<file path="config.mk">
export PLATFORM = sky130hd
export DESIGN_NAME = gzsfc_top
export DESIGN_NICKNAME = d
export VERILOG_FILES = /design/src/rtl/gzsfc_pkg.sv /design/src/rtl/gzsfc_top.sv /design/src/rtl/gzsfc_sync.sv /design/src/rtl/gzsfc_spi.sv
export SDC_FILE = /design/constraint.sdc
export NUM_CORES = 1
export LEC_CHECK = 0
export BUFFER_PORTS_ARGS = -buffer_cell sky130_fd_sc_hd__buf_4
export CAP_MARGIN = 40
export CORE_ASPECT_RATIO = 1.4
export CORE_UTILIZATION = 59
export CTS_CLUSTER_SIZE = 16
export DETAILED_ROUTE_END_ITERATION = 6
export PLACE_DENSITY = 0.78
export SLEW_MARGIN = 20
export SYNTH_ARGS = -nofsm -noshare
export SYNTH_HDL_FRONTEND = slang
export SYNTH_SLANG_ARGS = --single-unit
export TNS_END_PERCENT = 1
</file>
<file path="constraint.sdc">
create_clock -name hclk -period 4.35 [get_ports hclk]
set_input_delay 0.6525 -clock hclk [delete_from_list [all_inputs] [get_ports hclk]]
set_output_delay 0.6525 -clock hclk [all_outputs]
set_load 0.01 [all_outputs]
</file>
<file path="src/rtl/gzsfc_pkg.sv">
package gzsfc_pkg;
    // Clock rates and the divider to the 8 MHz internal oscillator tick.
    localparam int CLK_HZ = 200_000_000;
    localparam int OSC_HZ = 8_000_000;
    localparam int OSC_DIV = CLK_HZ / OSC_HZ;
    // Serial word length and register addresses in word bits 15:13.
    localparam int SPI_BITS = 16;
    localparam logic [2:0] ADR_PWR = 3'h0;
    localparam logic [2:0] ADR_VEL = 3'h1;
    localparam logic [2:0] ADR_POS = 3'h2;
    localparam logic [2:0] ADR_ZSC = 3'h4;
    localparam logic [2:0] ADR_ZCF = 3'h5;
    // Bit positions in the power/enable and zero-seek control registers.
    localparam int PE_EN = 0;
    localparam int PE_CAL = 3;
    localparam int PE_CENTER = 4;
    localparam int PE_ANGLE = 6;
    localparam int PE_DIR = 7;
    localparam int ZS_EN = 1;
    localparam int ZS_SSD = 4;
    // Zero-seek configuration fields.
    localparam int CF_BLANK = 4;
    localparam int CF_PRE_LSB = 5;
    localparam logic [12:0] CF_RESET = 13'h000f;
    localparam logic [9:0] BLANK_SHORT = 10'h004;
    localparam logic [9:0] BLANK_LONG = 10'h008;
    // Status word bit positions.
    localparam int ST_OT = 15;
    localparam int ST_OV = 14;
    localparam int ST_CLK = 13;
    localparam int ST_RUN = 12;
    localparam int ST_DONE = 11;
    localparam int ST_MOV = 10;
    localparam int ST_UVB = 8;
    localparam int ST_UVA = 6;
    // Calibration offsets and the legal divisor floor.
    localparam logic [7:0] CAL_OFS_SLOW = 8'h10;
    localparam logic [7:0] CAL_OFS_CENTER = 8'h08;
    localparam logic [3:0] CAL_DIV_MIN = 4'h4;
    localparam logic [3:0] CAL_DIV_RESET = 4'h8;
    // Microstep spacing between full steps.
    localparam logic [11:0] US_EVEN = 12'h006;
    localparam logic [11:0] US_SHORT = 12'h004;
    localparam logic [11:0] US_LONG = 12'h008;
    // AHB-Lite register byte offsets.
    localparam logic [7:0] A_STATUS = 8'h00;
    localparam logic [7:0] A_THRESH = 8'h04;
    localparam logic [7:0] A_POS = 8'h08;
    // Zero-seek sequencer states, Gray coded in listed order; DECIDE to BLANK flips both bits.
    typedef enum logic [1:0] {
        ZS_IDLE = 2'b00,
        ZS_BLANK = 2'b01,
        ZS_INTEG = 2'b11,
        ZS_DECIDE = 2'b10
    } gzsfc_zs_t;
endpackage

</file>
<file path="src/rtl/gzsfc_top.sv">
`timescale 1ns/1ps
`default_nettype none
module gzsfc_top #(
    parameter logic [11:0] THRESH_RESET = 12'h040
) (
    // Clock and power-up reset.
    input wire logic hclk,
    input wire logic hresetn,
    // AHB-Lite slave.
    input wire logic hsel,
    input wire logic [31:0] haddr,
    input wire logic [1:0] htrans,
    input wire logic hwrite,
    input wire logic [2:0] hsize,
    input wire logic [31:0] hwdata,
    input wire logic hready,
    output logic hreadyout,
    output logic hresp,
    output logic [31:0] hrdata,
    // Serial link pins.
    input wire logic spi_sclk,
    input wire logic spi_si,
    input wire logic spi_cs_n,
    output logic spi_so,
    output logic spi_so_oe,
    // Reset pin and supply, thermal monitors.
    input wire logic ext_rst_n,
    input wire logic motor_supply_below_min,
    input wire logic motor_supply_uv,
    input wire logic motor_supply_ov,
    input wire logic overtemp,
    // Integrated back-EMF magnitude of the undriven coil.
    input wire logic [7:0] bemf_level,
    // Coil drive and monitor routing.
    output logic drive_en,
    output logic coil_a_on,
    output logic coil_b_on,
    output logic monitor_sel_b,
    output logic monitor_en,
    output logic sleep
);
    typedef struct packed {
        logic [12:0] pwr;
        logic [12:0] vel;
        logic [12:0] cpos;
        logic [12:0] zsc;
        logic [12:0] zcf;
        logic [11:0] thresh;
        gzsfc_pkg::gzsfc_zs_t zs;
        logic [9:0] tick;
        logic [11:0] integ;
        logic [11:0] acc;
        logic [11:0] pos;
        logic coil_b;
        logic alt;
        logic done;
        logic ot_shut;
        logic fl_ot;
        logic fl_ov;
        logic fl_clk;
        logic fl_uva;
        logic fl_uvb;
        logic [4:0] osc;
        logic [3:0] div_cnt;
        logic [3:0] cal_div;
        logic cal_arm;
        logic cal_run;
        logic [6:0] cal_cnt;
        logic cs_low_d;
        logic ap_wr;
        logic [7:0] ap_addr;
        logic [31:0] rdata;
    } gzsfc_top_t;

    // Reset image: config zero except full-step time, threshold and calibration divider, undervoltage set.
    // Undervoltage flags set.
    localparam gzsfc_top_t RST_S = '{
        zcf: gzsfc_pkg::CF_RESET,
        thresh: THRESH_RESET,
        zs: gzsfc_pkg::ZS_IDLE,
        cal_div: gzsfc_pkg::CAL_DIV_RESET,
        fl_uva: 1'b1,
        fl_uvb: 1'b1,
        default: '0
    };
    localparam logic [4:0] OSC_LAST = 5'(gzsfc_pkg::OSC_DIV - 1);

    gzsfc_top_t s_ff, nxt_s;
    logic [15:0] sync_q;
    logic sclk_q, si_q, cs_n_q, rstpin_n_q, below_q;
    logic uv_q, ov_q, ot_q;
    logic [7:0] bemf_q;
    logic srst, word_stb, cs_low;
    logic [15:0] word, status;

    // Step spacing for the coming full step.
    function automatic logic [11:0] step_gap(input logic angle, input logic alt);
        if (!angle) begin
            step_gap = gzsfc_pkg::US_EVEN;
        end else begin
            step_gap = alt ? gzsfc_pkg::US_LONG : gzsfc_pkg::US_SHORT;
        end
    endfunction

    // All link, reset-pin, supply, thermal and back-EMF pins pass two flip-flops.
    gzsfc_sync #(
        .W(16)
    ) u_sync (
        .hclk(hclk),
        .hresetn(hresetn),
        .d({spi_sclk, spi_si, spi_cs_n, ext_rst_n, motor_supply_below_min,
            motor_supply_uv, motor_supply_ov, overtemp, bemf_level}),
        .q(sync_q)
    );
    assign {sclk_q, si_q, cs_n_q, rstpin_n_q, below_q, uv_q, ov_q, ot_q} = sync_q[15:8];
    assign bemf_q = sync_q[7:0];

    assign srst = !rstpin_n_q || below_q;

    gzsfc_spi u_spi (
        .hclk(hclk),
        .hresetn(hresetn),
        .srst(srst),
        .sclk(sclk_q),
        .si(si_q),
        .cs_n(cs_n_q),
        .so(spi_so),
        .so_oe(spi_so_oe),
        .status(status),
        .word(word),
        .word_stb(word_stb),
        .cs_low(cs_low)
    );

    // Status word sent first in every frame.
    always_comb begin
        status = '0;
        status[gzsfc_pkg::ST_OT] = s_ff.fl_ot;
        status[gzsfc_pkg::ST_OV] = s_ff.fl_ov;
        status[gzsfc_pkg::ST_CLK] = s_ff.fl_clk;
        status[gzsfc_pkg::ST_RUN] = s_ff.zs != gzsfc_pkg::ZS_IDLE;
        status[gzsfc_pkg::ST_DONE] = s_ff.done;
        status[gzsfc_pkg::ST_MOV] = s_ff.zs != gzsfc_pkg::ZS_IDLE;
        status[gzsfc_pkg::ST_UVB] = s_ff.fl_uvb;
        status[gzsfc_pkg::ST_UVA] = s_ff.fl_uva;
        status[5:0] = s_ff.acc[11:6];
    end

    // Next-state logic for the whole block.
    always_comb begin
        logic osc_t, us_t, busy, start, accept, cal_fail;
        logic [2:0] adr;
        logic [12:0] dat;
        logic [7:0] cal_sum;
        logic [9:0] blank_len, step_len;
        logic [11:0] total;
        nxt_s = s_ff;
        osc_t = s_ff.osc == OSC_LAST;
        us_t = osc_t && (s_ff.div_cnt + 4'h1 >= s_ff.cal_div);
        busy = s_ff.zs != gzsfc_pkg::ZS_IDLE;
        adr = word[15:13];
        dat = word[12:0];
        cal_fail = 1'b0;
        cal_sum = '0;
        start = 1'b0;
        accept = hsel && htrans[1] && hready && hsize == 3'h2;
        total = s_ff.integ + 12'(s_ff.zcf[10:gzsfc_pkg::CF_PRE_LSB]);
        blank_len = s_ff.zcf[gzsfc_pkg::CF_BLANK] ? gzsfc_pkg::BLANK_LONG
                                                  : gzsfc_pkg::BLANK_SHORT;
        step_len = {s_ff.zcf[12:11], s_ff.zcf[3:0], 4'h0};
        nxt_s.cs_low_d = cs_low;

        // Oscillator tick and calibrated microsecond tick.
        nxt_s.osc = osc_t ? 5'h00 : s_ff.osc + 5'h01;
        if (osc_t) begin
            nxt_s.div_cnt = us_t ? 4'h0 : s_ff.div_cnt + 4'h1;
        end

        if (word_stb) begin
            unique case (adr)
                gzsfc_pkg::ADR_PWR: begin
                    if (!busy) begin
                        nxt_s.pwr = dat;
                        nxt_s.cal_arm = dat[gzsfc_pkg::PE_CAL];
                        if (dat[gzsfc_pkg::PE_EN] && !ot_q) begin
                            nxt_s.ot_shut = 1'b0;
                        end
                    end
                end
                gzsfc_pkg::ADR_VEL: begin
                    if (!busy) begin
                        nxt_s.vel = dat;
                    end
                end
                gzsfc_pkg::ADR_POS: begin
                    if (!busy) begin
                        nxt_s.cpos = dat;
                    end
                end
                gzsfc_pkg::ADR_ZSC: begin
                    nxt_s.zsc = dat;
                    nxt_s.done = 1'b0;
                end
                gzsfc_pkg::ADR_ZCF: begin
                    if (!busy) begin
                        nxt_s.zcf = dat;
                    end
                end
                default: begin
                end
            endcase
            nxt_s.fl_ov = 1'b0;
            nxt_s.fl_clk = 1'b0;
            nxt_s.fl_uva = 1'b0;
            nxt_s.fl_uvb = 1'b0;
            nxt_s.fl_ot = nxt_s.ot_shut;
        end

        if (s_ff.cal_arm && cs_low) begin
            nxt_s.cal_run = 1'b1;
            if (osc_t && s_ff.cal_cnt != 7'h7f) begin
                nxt_s.cal_cnt = s_ff.cal_cnt + 7'h01;
            end
        end
        if (s_ff.cal_run && s_ff.cs_low_d && !cs_low) begin
            cal_sum = {1'b0, s_ff.cal_cnt} + (s_ff.pwr[gzsfc_pkg::PE_CENTER]
                ? gzsfc_pkg::CAL_OFS_CENTER : gzsfc_pkg::CAL_OFS_SLOW);
            cal_fail = cal_sum[7:4] < gzsfc_pkg::CAL_DIV_MIN;
            if (!cal_fail) begin
                nxt_s.cal_div = cal_sum[7:4];
            end
            nxt_s.cal_arm = 1'b0;
            nxt_s.cal_run = 1'b0;
            nxt_s.cal_cnt = '0;
        end

        if (ot_q) begin
            nxt_s.ot_shut = 1'b1;
            nxt_s.fl_ot = 1'b1;
        end
        if (ov_q) begin
            nxt_s.fl_ov = 1'b1;
        end
        if (uv_q) begin
            nxt_s.fl_uva = 1'b1;
            nxt_s.fl_uvb = 1'b1;
        end
        if (cal_fail) begin
            nxt_s.fl_clk = 1'b1;
        end

        // Zero-seek sequencer.
        start = nxt_s.zsc[gzsfc_pkg::ZS_EN] && s_ff.pwr[gzsfc_pkg::PE_EN]
                && !s_ff.ot_shut && !s_ff.done;
        unique case (s_ff.zs)
            gzsfc_pkg::ZS_IDLE: begin
                if (start) begin
                    nxt_s.zs = gzsfc_pkg::ZS_DECIDE;
                    nxt_s.integ = 12'hfff;
                end
            end
            gzsfc_pkg::ZS_BLANK: begin
                if (us_t) begin
                    nxt_s.tick = s_ff.tick + 10'h001;
                    if (s_ff.tick + 10'h001 >= blank_len) begin
                        nxt_s.zs = gzsfc_pkg::ZS_INTEG;
                    end
                end
            end
            gzsfc_pkg::ZS_INTEG: begin
                if (us_t) begin
                    nxt_s.tick = s_ff.tick + 10'h001;
                    nxt_s.integ = s_ff.integ + 12'(bemf_q);
                    if (s_ff.tick + 10'h001 >= step_len) begin
                        nxt_s.zs = gzsfc_pkg::ZS_DECIDE;
                    end
                end
            end
            gzsfc_pkg::ZS_DECIDE: begin
                if (s_ff.integ != 12'hfff) begin
                    nxt_s.acc = total;
                end
                if (s_ff.integ != 12'hfff && total <= s_ff.thresh
                        && !s_ff.zsc[gzsfc_pkg::ZS_SSD]) begin
                    nxt_s.zs = gzsfc_pkg::ZS_IDLE;
                    nxt_s.zsc[gzsfc_pkg::ZS_EN] = 1'b0;
                    nxt_s.done = 1'b1;
                    nxt_s.pos = '0;
                end else begin
                    nxt_s.zs = gzsfc_pkg::ZS_BLANK;
                    nxt_s.tick = '0;
                    nxt_s.integ = '0;
                    nxt_s.coil_b = !s_ff.coil_b;
                    nxt_s.alt = !s_ff.alt;
                    if (s_ff.pwr[gzsfc_pkg::PE_DIR]) begin
                        nxt_s.pos = s_ff.pos
                            + step_gap(s_ff.pwr[gzsfc_pkg::PE_ANGLE], s_ff.alt);
                    end else begin
                        nxt_s.pos = s_ff.pos
                            - step_gap(s_ff.pwr[gzsfc_pkg::PE_ANGLE], s_ff.alt);
                    end
                end
            end
        endcase
        if (busy && (!nxt_s.zsc[gzsfc_pkg::ZS_EN] || nxt_s.ot_shut)
                && !nxt_s.done) begin
            nxt_s.zs = gzsfc_pkg::ZS_IDLE;
        end

        // AHB-Lite: write data phase, then address phase with read data.
        if (s_ff.ap_wr && s_ff.ap_addr == gzsfc_pkg::A_THRESH) begin
            nxt_s.thresh = hwdata[11:0];
        end
        nxt_s.ap_wr = accept && hwrite;
        nxt_s.ap_addr = haddr[7:0];
        if (accept && !hwrite) begin
            unique case (haddr[7:0])
                gzsfc_pkg::A_STATUS: nxt_s.rdata = {16'h0000, status};
                gzsfc_pkg::A_THRESH: nxt_s.rdata = {20'h00000, nxt_s.thresh};
                gzsfc_pkg::A_POS: nxt_s.rdata = {4'h0, s_ff.acc, 4'h0, s_ff.pos};
                default: nxt_s.rdata = '0;
            endcase
        end

        if (srst) begin
            nxt_s = RST_S;
        end
    end

    // State register.
    always_ff @(posedge hclk or negedge hresetn) begin
        if (!hresetn) begin
            s_ff <= RST_S;
        end else begin
            s_ff <= nxt_s;
        end
    end

    // Bus answers: zero wait, always OKAY.
    assign hreadyout = 1'b1;
    assign hresp = 1'b0;
    assign hrdata = s_ff.rdata;

    assign drive_en = s_ff.pwr[gzsfc_pkg::PE_EN] && !s_ff.ot_shut;
    assign coil_a_on = s_ff.zs != gzsfc_pkg::ZS_IDLE && !s_ff.coil_b;
    assign coil_b_on = s_ff.zs != gzsfc_pkg::ZS_IDLE && s_ff.coil_b;
    assign monitor_sel_b = !s_ff.coil_b;
    assign monitor_en = s_ff.zs != gzsfc_pkg::ZS_IDLE;
    assign sleep = !rstpin_n_q;
endmodule // gzsfc_top
`default_nettype wire

</file>
<file path="src/rtl/gzsfc_sync.sv">
`timescale 1ns/1ps
`default_nettype none
module gzsfc_sync #(
    parameter int W = 1
) (
    // Clock and reset.
    input wire logic hclk,
    input wire logic hresetn,
    // Asynchronous levels in, synchronised levels out.
    input wire logic [W-1:0] d,
    output logic [W-1:0] q
);
    typedef struct packed {
        logic [W-1:0] s1;
        logic [W-1:0] s2;
    } gzsfc_sync_t;

    gzsfc_sync_t s_ff, nxt_s;

    // Two stages; only the second stage reads the first.
    always_comb begin
        nxt_s = s_ff;
        nxt_s.s1 = d;
        nxt_s.s2 = s_ff.s1;
    end

    // State register.
    always_ff @(posedge hclk or negedge hresetn) begin
        if (!hresetn) begin
            s_ff <= '0;
        end else begin
            s_ff <= nxt_s;
        end
    end

    assign q = s_ff.s2;
endmodule // gzsfc_sync
`default_nettype wire

</file>
<file path="src/rtl/gzsfc_spi.sv">
`timescale 1ns/1ps
`default_nettype none
module gzsfc_spi (
    // Clock and resets.
    input wire logic hclk,
    input wire logic hresetn,
    input wire logic srst,
    // Synchronised link pins.
    input wire logic sclk,
    input wire logic si,
    input wire logic cs_n,
    // Serial output pin.
    output logic so,
    output logic so_oe,
    // Status in, received word out.
    input wire logic [15:0] status,
    output logic [15:0] word,
    output logic word_stb,
    output logic cs_low
);
    typedef struct packed {
        logic sclk_d;
        logic cs_d;
        logic first;
        logic any;
        logic [3:0] cnt;
        logic [15:0] in_sr;
        logic [15:0] out_sr;
        logic [15:0] word;
        logic stb;
    } gzsfc_spi_t;

    gzsfc_spi_t s_ff, nxt_s;
    logic fall, rise, sel;

    // Shift engine: sample on falling, shift out on rising clock edges.
    always_comb begin
        nxt_s = s_ff;
        nxt_s.sclk_d = sclk;
        nxt_s.cs_d = cs_n;
        nxt_s.stb = 1'b0;
        sel = !cs_n && !s_ff.cs_d;
        fall = sel && s_ff.sclk_d && !sclk;
        rise = sel && !s_ff.sclk_d && sclk;
        if (s_ff.cs_d && !cs_n) begin
            nxt_s.cnt = '0;
            nxt_s.any = 1'b0;
            nxt_s.first = 1'b1;
        end
        if (fall) begin
            nxt_s.in_sr = {s_ff.in_sr[14:0], si};
            nxt_s.cnt = s_ff.cnt + 4'h1;
            nxt_s.any = 1'b1;
        end
        if (rise) begin
            nxt_s.first = 1'b0;
            if (s_ff.first) begin
                nxt_s.out_sr = status;
            end else begin
                // The newest sampled bit reappears exactly one word later.
                nxt_s.out_sr = {s_ff.out_sr[14:0], s_ff.in_sr[0]};
            end
        end
        if (!s_ff.cs_d && cs_n && s_ff.any && s_ff.cnt == 4'h0) begin
            nxt_s.word = s_ff.in_sr;
            nxt_s.stb = 1'b1;
        end
        if (srst) begin
            nxt_s = '0;
            nxt_s.cs_d = 1'b1;
        end
    end

    // State register.
    always_ff @(posedge hclk or negedge hresetn) begin
        if (!hresetn) begin
            s_ff <= '{cs_d: 1'b1, default: '0};
        end else begin
            s_ff <= nxt_s;
        end
    end

    assign so_oe = !s_ff.cs_d;
    assign so = s_ff.out_sr[15];
    assign word = s_ff.word;
    assign word_stb = s_ff.stb;
    assign cs_low = !s_ff.cs_d;
endmodule // gzsfc_spi
`default_nettype wire

</file>
==> key figures <==
Cells and area
  – Area growth, synth to finish: 11.9%
  – Net count of the finished layout: 1418
  – Proportion of layout cells with a drive suffix above 1: 0.127
  – Final antenna diode count: 0
  – Post-route design area: 13400 sq um
  – Fill cell total of the finished layout: ~1600
  – Multi-input logic area: 5400 sq um
  – Final core utilization: 0.673
  – Sequential cell area: around 6000 sq um

CTS
  – Max clock buf depth: 3
  – CTS root buffer: sky130_fd_sc_hd__clkbuf_16
  – Maximum level of the CTS H-tree: 1
  – Clock network latency to the later pin of the worst-skew pair: 510 ps
  – Worst-path clk slew: approximately 60 ps
  – Total CTS buffers: 23
  – Clock tree from TritonCTS: yes
  – Count of clock tree sinks: roughly 240

Die
  – Die Width: roughly 120 um
  – Number of top-level pins: between 100 and 150
  – Initial core utilization: 0.601
  – Total die area: a little over 20000 sq um
  – Core area: just under 20000 sq um
  – Placement row count: 61
  – Chip Height: about 170 um

Timing
  – Final min period: between 4000 and 5000 ps
  – Number of hold violations in the final report: 0
  – Setup clock skew after layout: 13.1 ps
  – Final slew viol count: 0
  – Unrepaired setup endpoints after global routing: yes
  – Period Utilization, post-route: 0.938
  – Worst-margin pin slew: between 900 and 1000 ps
  – Max_slew headroom: 0.379
  – Number of setup violations in the final report: 0
  – Maximum frequency from static timing analysis: about 240 MHz

Worst setup path
  – Kind of start point of the critical path: flop
  – WP data required: roughly 4700 ps
  – CP Capture Type: flop
  – Maximum fanout along the worst path: 24
  – Critical Setup Path Class: reg -> reg
  – Source of the critical timing path: s_ff[97]
  – WP data arrival: between 4000 and 5000 ps
  – Startpoint of the lowest-slack register-to-register path: s_ff[97]

Status
  – Status: finished clean

Pwr
  – P per Cell Area: between 300 and 400 nW/um^2
  – Peak supply drop: 0.316 mV
  – Static leakage power: 6.26 nW

Worst hold path
  – Worst min-delay path category: in -> async

Routing
  – Average wire per cell in the routed design: roughly 17 um
  – Residual antenna-violating net count after detailed routing: 0
  – Vias per std cell: 5.81
  – DR vias: between 8000 and 9000
  – Sum of routed wire length over all layers: between 20000 and 30000 um
  – DRC: 0
  – DR pass1 iterations: 4
  – Count of routing violations after the opening detailed-route iteration: between 600 and 700

Place
  – Area of placed instances: about 13000 sq um
  – Number of port buffers: 80
  – Final Wtd Congestion: just under 0.9
  – Half-perimeter wire length after placement: ~18000 um

Synthesis
  – Warnings, synthesis: 0
  – Mean area per synthesized cell: 9.79 sq um
  – Async set or reset register ratio after synthesis: 1.00
  – Area of the mapped netlist: roughly 12000 sq um
  – Yosys reg bits: roughly 240
  – Sequential area share after synthesis: 0.494
  – Yosys cell types: 68
  – Top FF cell, synth: sky130_fd_sc_hd__dfrtp_1
  – Gate count of the mapped netlist: around 1200
  – EDFF count, synth: 0

Global route
  – Number of global-route vias before repair: 8961
  – Number of antenna violations at the first check in global routing: 0
  – Largest net degree at the start of global routing: around 120
  – Overflow left after global routing: 0
  – Total routing resource utilization after global routing: 0.261
  – Global-route wire length before repair: 43200 um

Flow run
  – Count of maximum capacitance violations: 0
what timing repair did:
action	in CTS	in global routing
endpoints found under the setup margin	0	12
gates resized for setup	0	4
buffers inserted	0	0
hold buffers	0	0
layer usage:
layer / wire length, um / part of all wire / up-vias / GRT usage
met5: 0 / 0 / - / 0
met4: 1040 / 0.040 / 0 / 0.120
met3: 1080 / 0.042 / 68 / 0.0278
met2: 13400 / 0.52 / 224 / 0.464
met1: 10400 / 0.40 / 4323 / 0.316
li1: - / - / 4279 / -
cell usage after synthesis (10+ instances only):
cell                       instances  share of area
sky130_fd_sc_hd__nor2b_1          12         0.0063
sky130_fd_sc_hd__inv_1            62          0.020
sky130_fd_sc_hd__ha_1             61          0.064
sky130_fd_sc_hd__a21oi_1          88          0.037
sky130_fd_sc_hd__buf_4            34          0.021
sky130_fd_sc_hd__a31oi_1          10         0.0052
sky130_fd_sc_hd__nand2_1         146          0.046
sky130_fd_sc_hd__nand3_1          25          0.010
sky130_fd_sc_hd__nor2_1          135          0.042
sky130_fd_sc_hd__o21a_1           12         0.0076
sky130_fd_sc_hd__nand2b_1         10         0.0052
sky130_fd_sc_hd__xor2_1           19          0.014
sky130_fd_sc_hd__a21o_1           12         0.0076
sky130_fd_sc_hd__dfrtp_1         227           0.48
sky130_fd_sc_hd__o21ai_0          58          0.024
sky130_fd_sc_hd__nand4_1          11         0.0058
sky130_fd_sc_hd__xnor2_1          22          0.016
sky130_fd_sc_hd__and2_1           12         0.0063
sky130_fd_sc_hd__a211oi_1         19          0.012
sky130_fd_sc_hd__mux2i_1          47          0.039
sky130_fd_sc_hd__a22o_1           23          0.017
sky130_fd_sc_hd__nor3_1           10         0.0042
sky130_fd_sc_hd__clkbuf_1         42          0.013
logic make-up after synthesis:
family	synth area share
muxes	0.0394
other	0.000630
and+or+nand+nor	0.159
xor gates and xnor gates	0.0301
AOI/OAI and AO/OA	0.149
buffers and inverters	0.0574
adders and majority gates	0.0707
DFF	0.494
state kept, by name, indices dropped and copies added, names as in the netlist:
name            flops
s_ff              118
u_spi.s_ff         39
hrdata             28
u_spi.word         16
u_sync.nxt_s       16
u_sync.q           16
u_spi.so            1
u_spi.word_stb      1
cell type report:
class	count	share of cell area
Clock inverter	7	0.00637
Tap cell	252	0.0236
Sequential cell	235	0.441
Clock buffer	34	0.0492
Timing Repair Buffer	98	0.0575
Multi-Input combinational cell	843	0.405
Inverter	62	0.0174
worst paths after layout:
check                                   end  slack, ps  cells after the start
setup / recovery                  s_ff[108]        270                     16
hold / removal                   hrdata[20]        180                      1
setup reg to reg                  s_ff[108]        270                     16
hold reg to reg                 u_sync.q[5]        340                      0
max in group asynchronous    u_spi.s_ff[48]       3020                      2
min in group hclk          u_sync.nxt_s[12]        250                      1
critical path, stage by stage (launching register included):
cell and delay [ps]:
sky130_fd_sc_hd__dfrtp_1 400, sky130_fd_sc_hd__ha_1 220, sky130_fd_sc_hd__inv_1 70, sky130_fd_sc_hd__fa_1 390, sky130_fd_sc_hd__nor2b_1 110, sky130_fd_sc_hd__o21ai_0 100
sky130_fd_sc_hd__a21oi_1 200, sky130_fd_sc_hd__o21ai_0 150, sky130_fd_sc_hd__a211oi_1 300, sky130_fd_sc_hd__xor2_1 300, sky130_fd_sc_hd__ha_1 200, sky130_fd_sc_hd__nand4_1 120
sky130_fd_sc_hd__nor4_1 470, sky130_fd_sc_hd__nor2b_1 310, sky130_fd_sc_hd__a211o_4 350, sky130_fd_sc_hd__nor2_1 100, sky130_fd_sc_hd__o21a_1 170
placed cells by master (no fill, tap or decap), types with 19 or more instances in the layout:
cell type	instances
sky130_fd_sc_hd__nand3_1	25
sky130_fd_sc_hd__a22o_1	23
sky130_fd_sc_hd__clkbuf_16	23
sky130_fd_sc_hd__inv_1	62
sky130_fd_sc_hd__xnor2_1	22
sky130_fd_sc_hd__nand2_1	146
sky130_fd_sc_hd__xor2_1	19
sky130_fd_sc_hd__dfrtp_1	227
sky130_fd_sc_hd__nor2_1	134
sky130_fd_sc_hd__o21ai_0	57
sky130_fd_sc_hd__a21oi_1	87
sky130_fd_sc_hd__a211oi_1	19
sky130_fd_sc_hd__ha_1	61
sky130_fd_sc_hd__mux2i_1	47
sky130_fd_sc_hd__buf_4	92
through the flow:
step	total power [mW]	hold WS, ps	std cells	worst slack (ps)	setup TNS [ps]
finish	5.09	178	1531	268	0
global route	5.31	232	1531	-9.29	-18.9
floorplan	2.89	331	1222	890	0
global placement	3.12	332	1485	352	0
CTS	5.12	231	1530	194	0
detailed placement	3.15	335	1489	260	0
where the power goes:
| group | switching [mW] | internal, mW |
|---|---|---|
| logic | 0.474 | 0.312 |
| registers | 0.0829 | 2.26 |
| clock network | 0.802 | 1.16 |
Power figures use the tool's default switching activity.
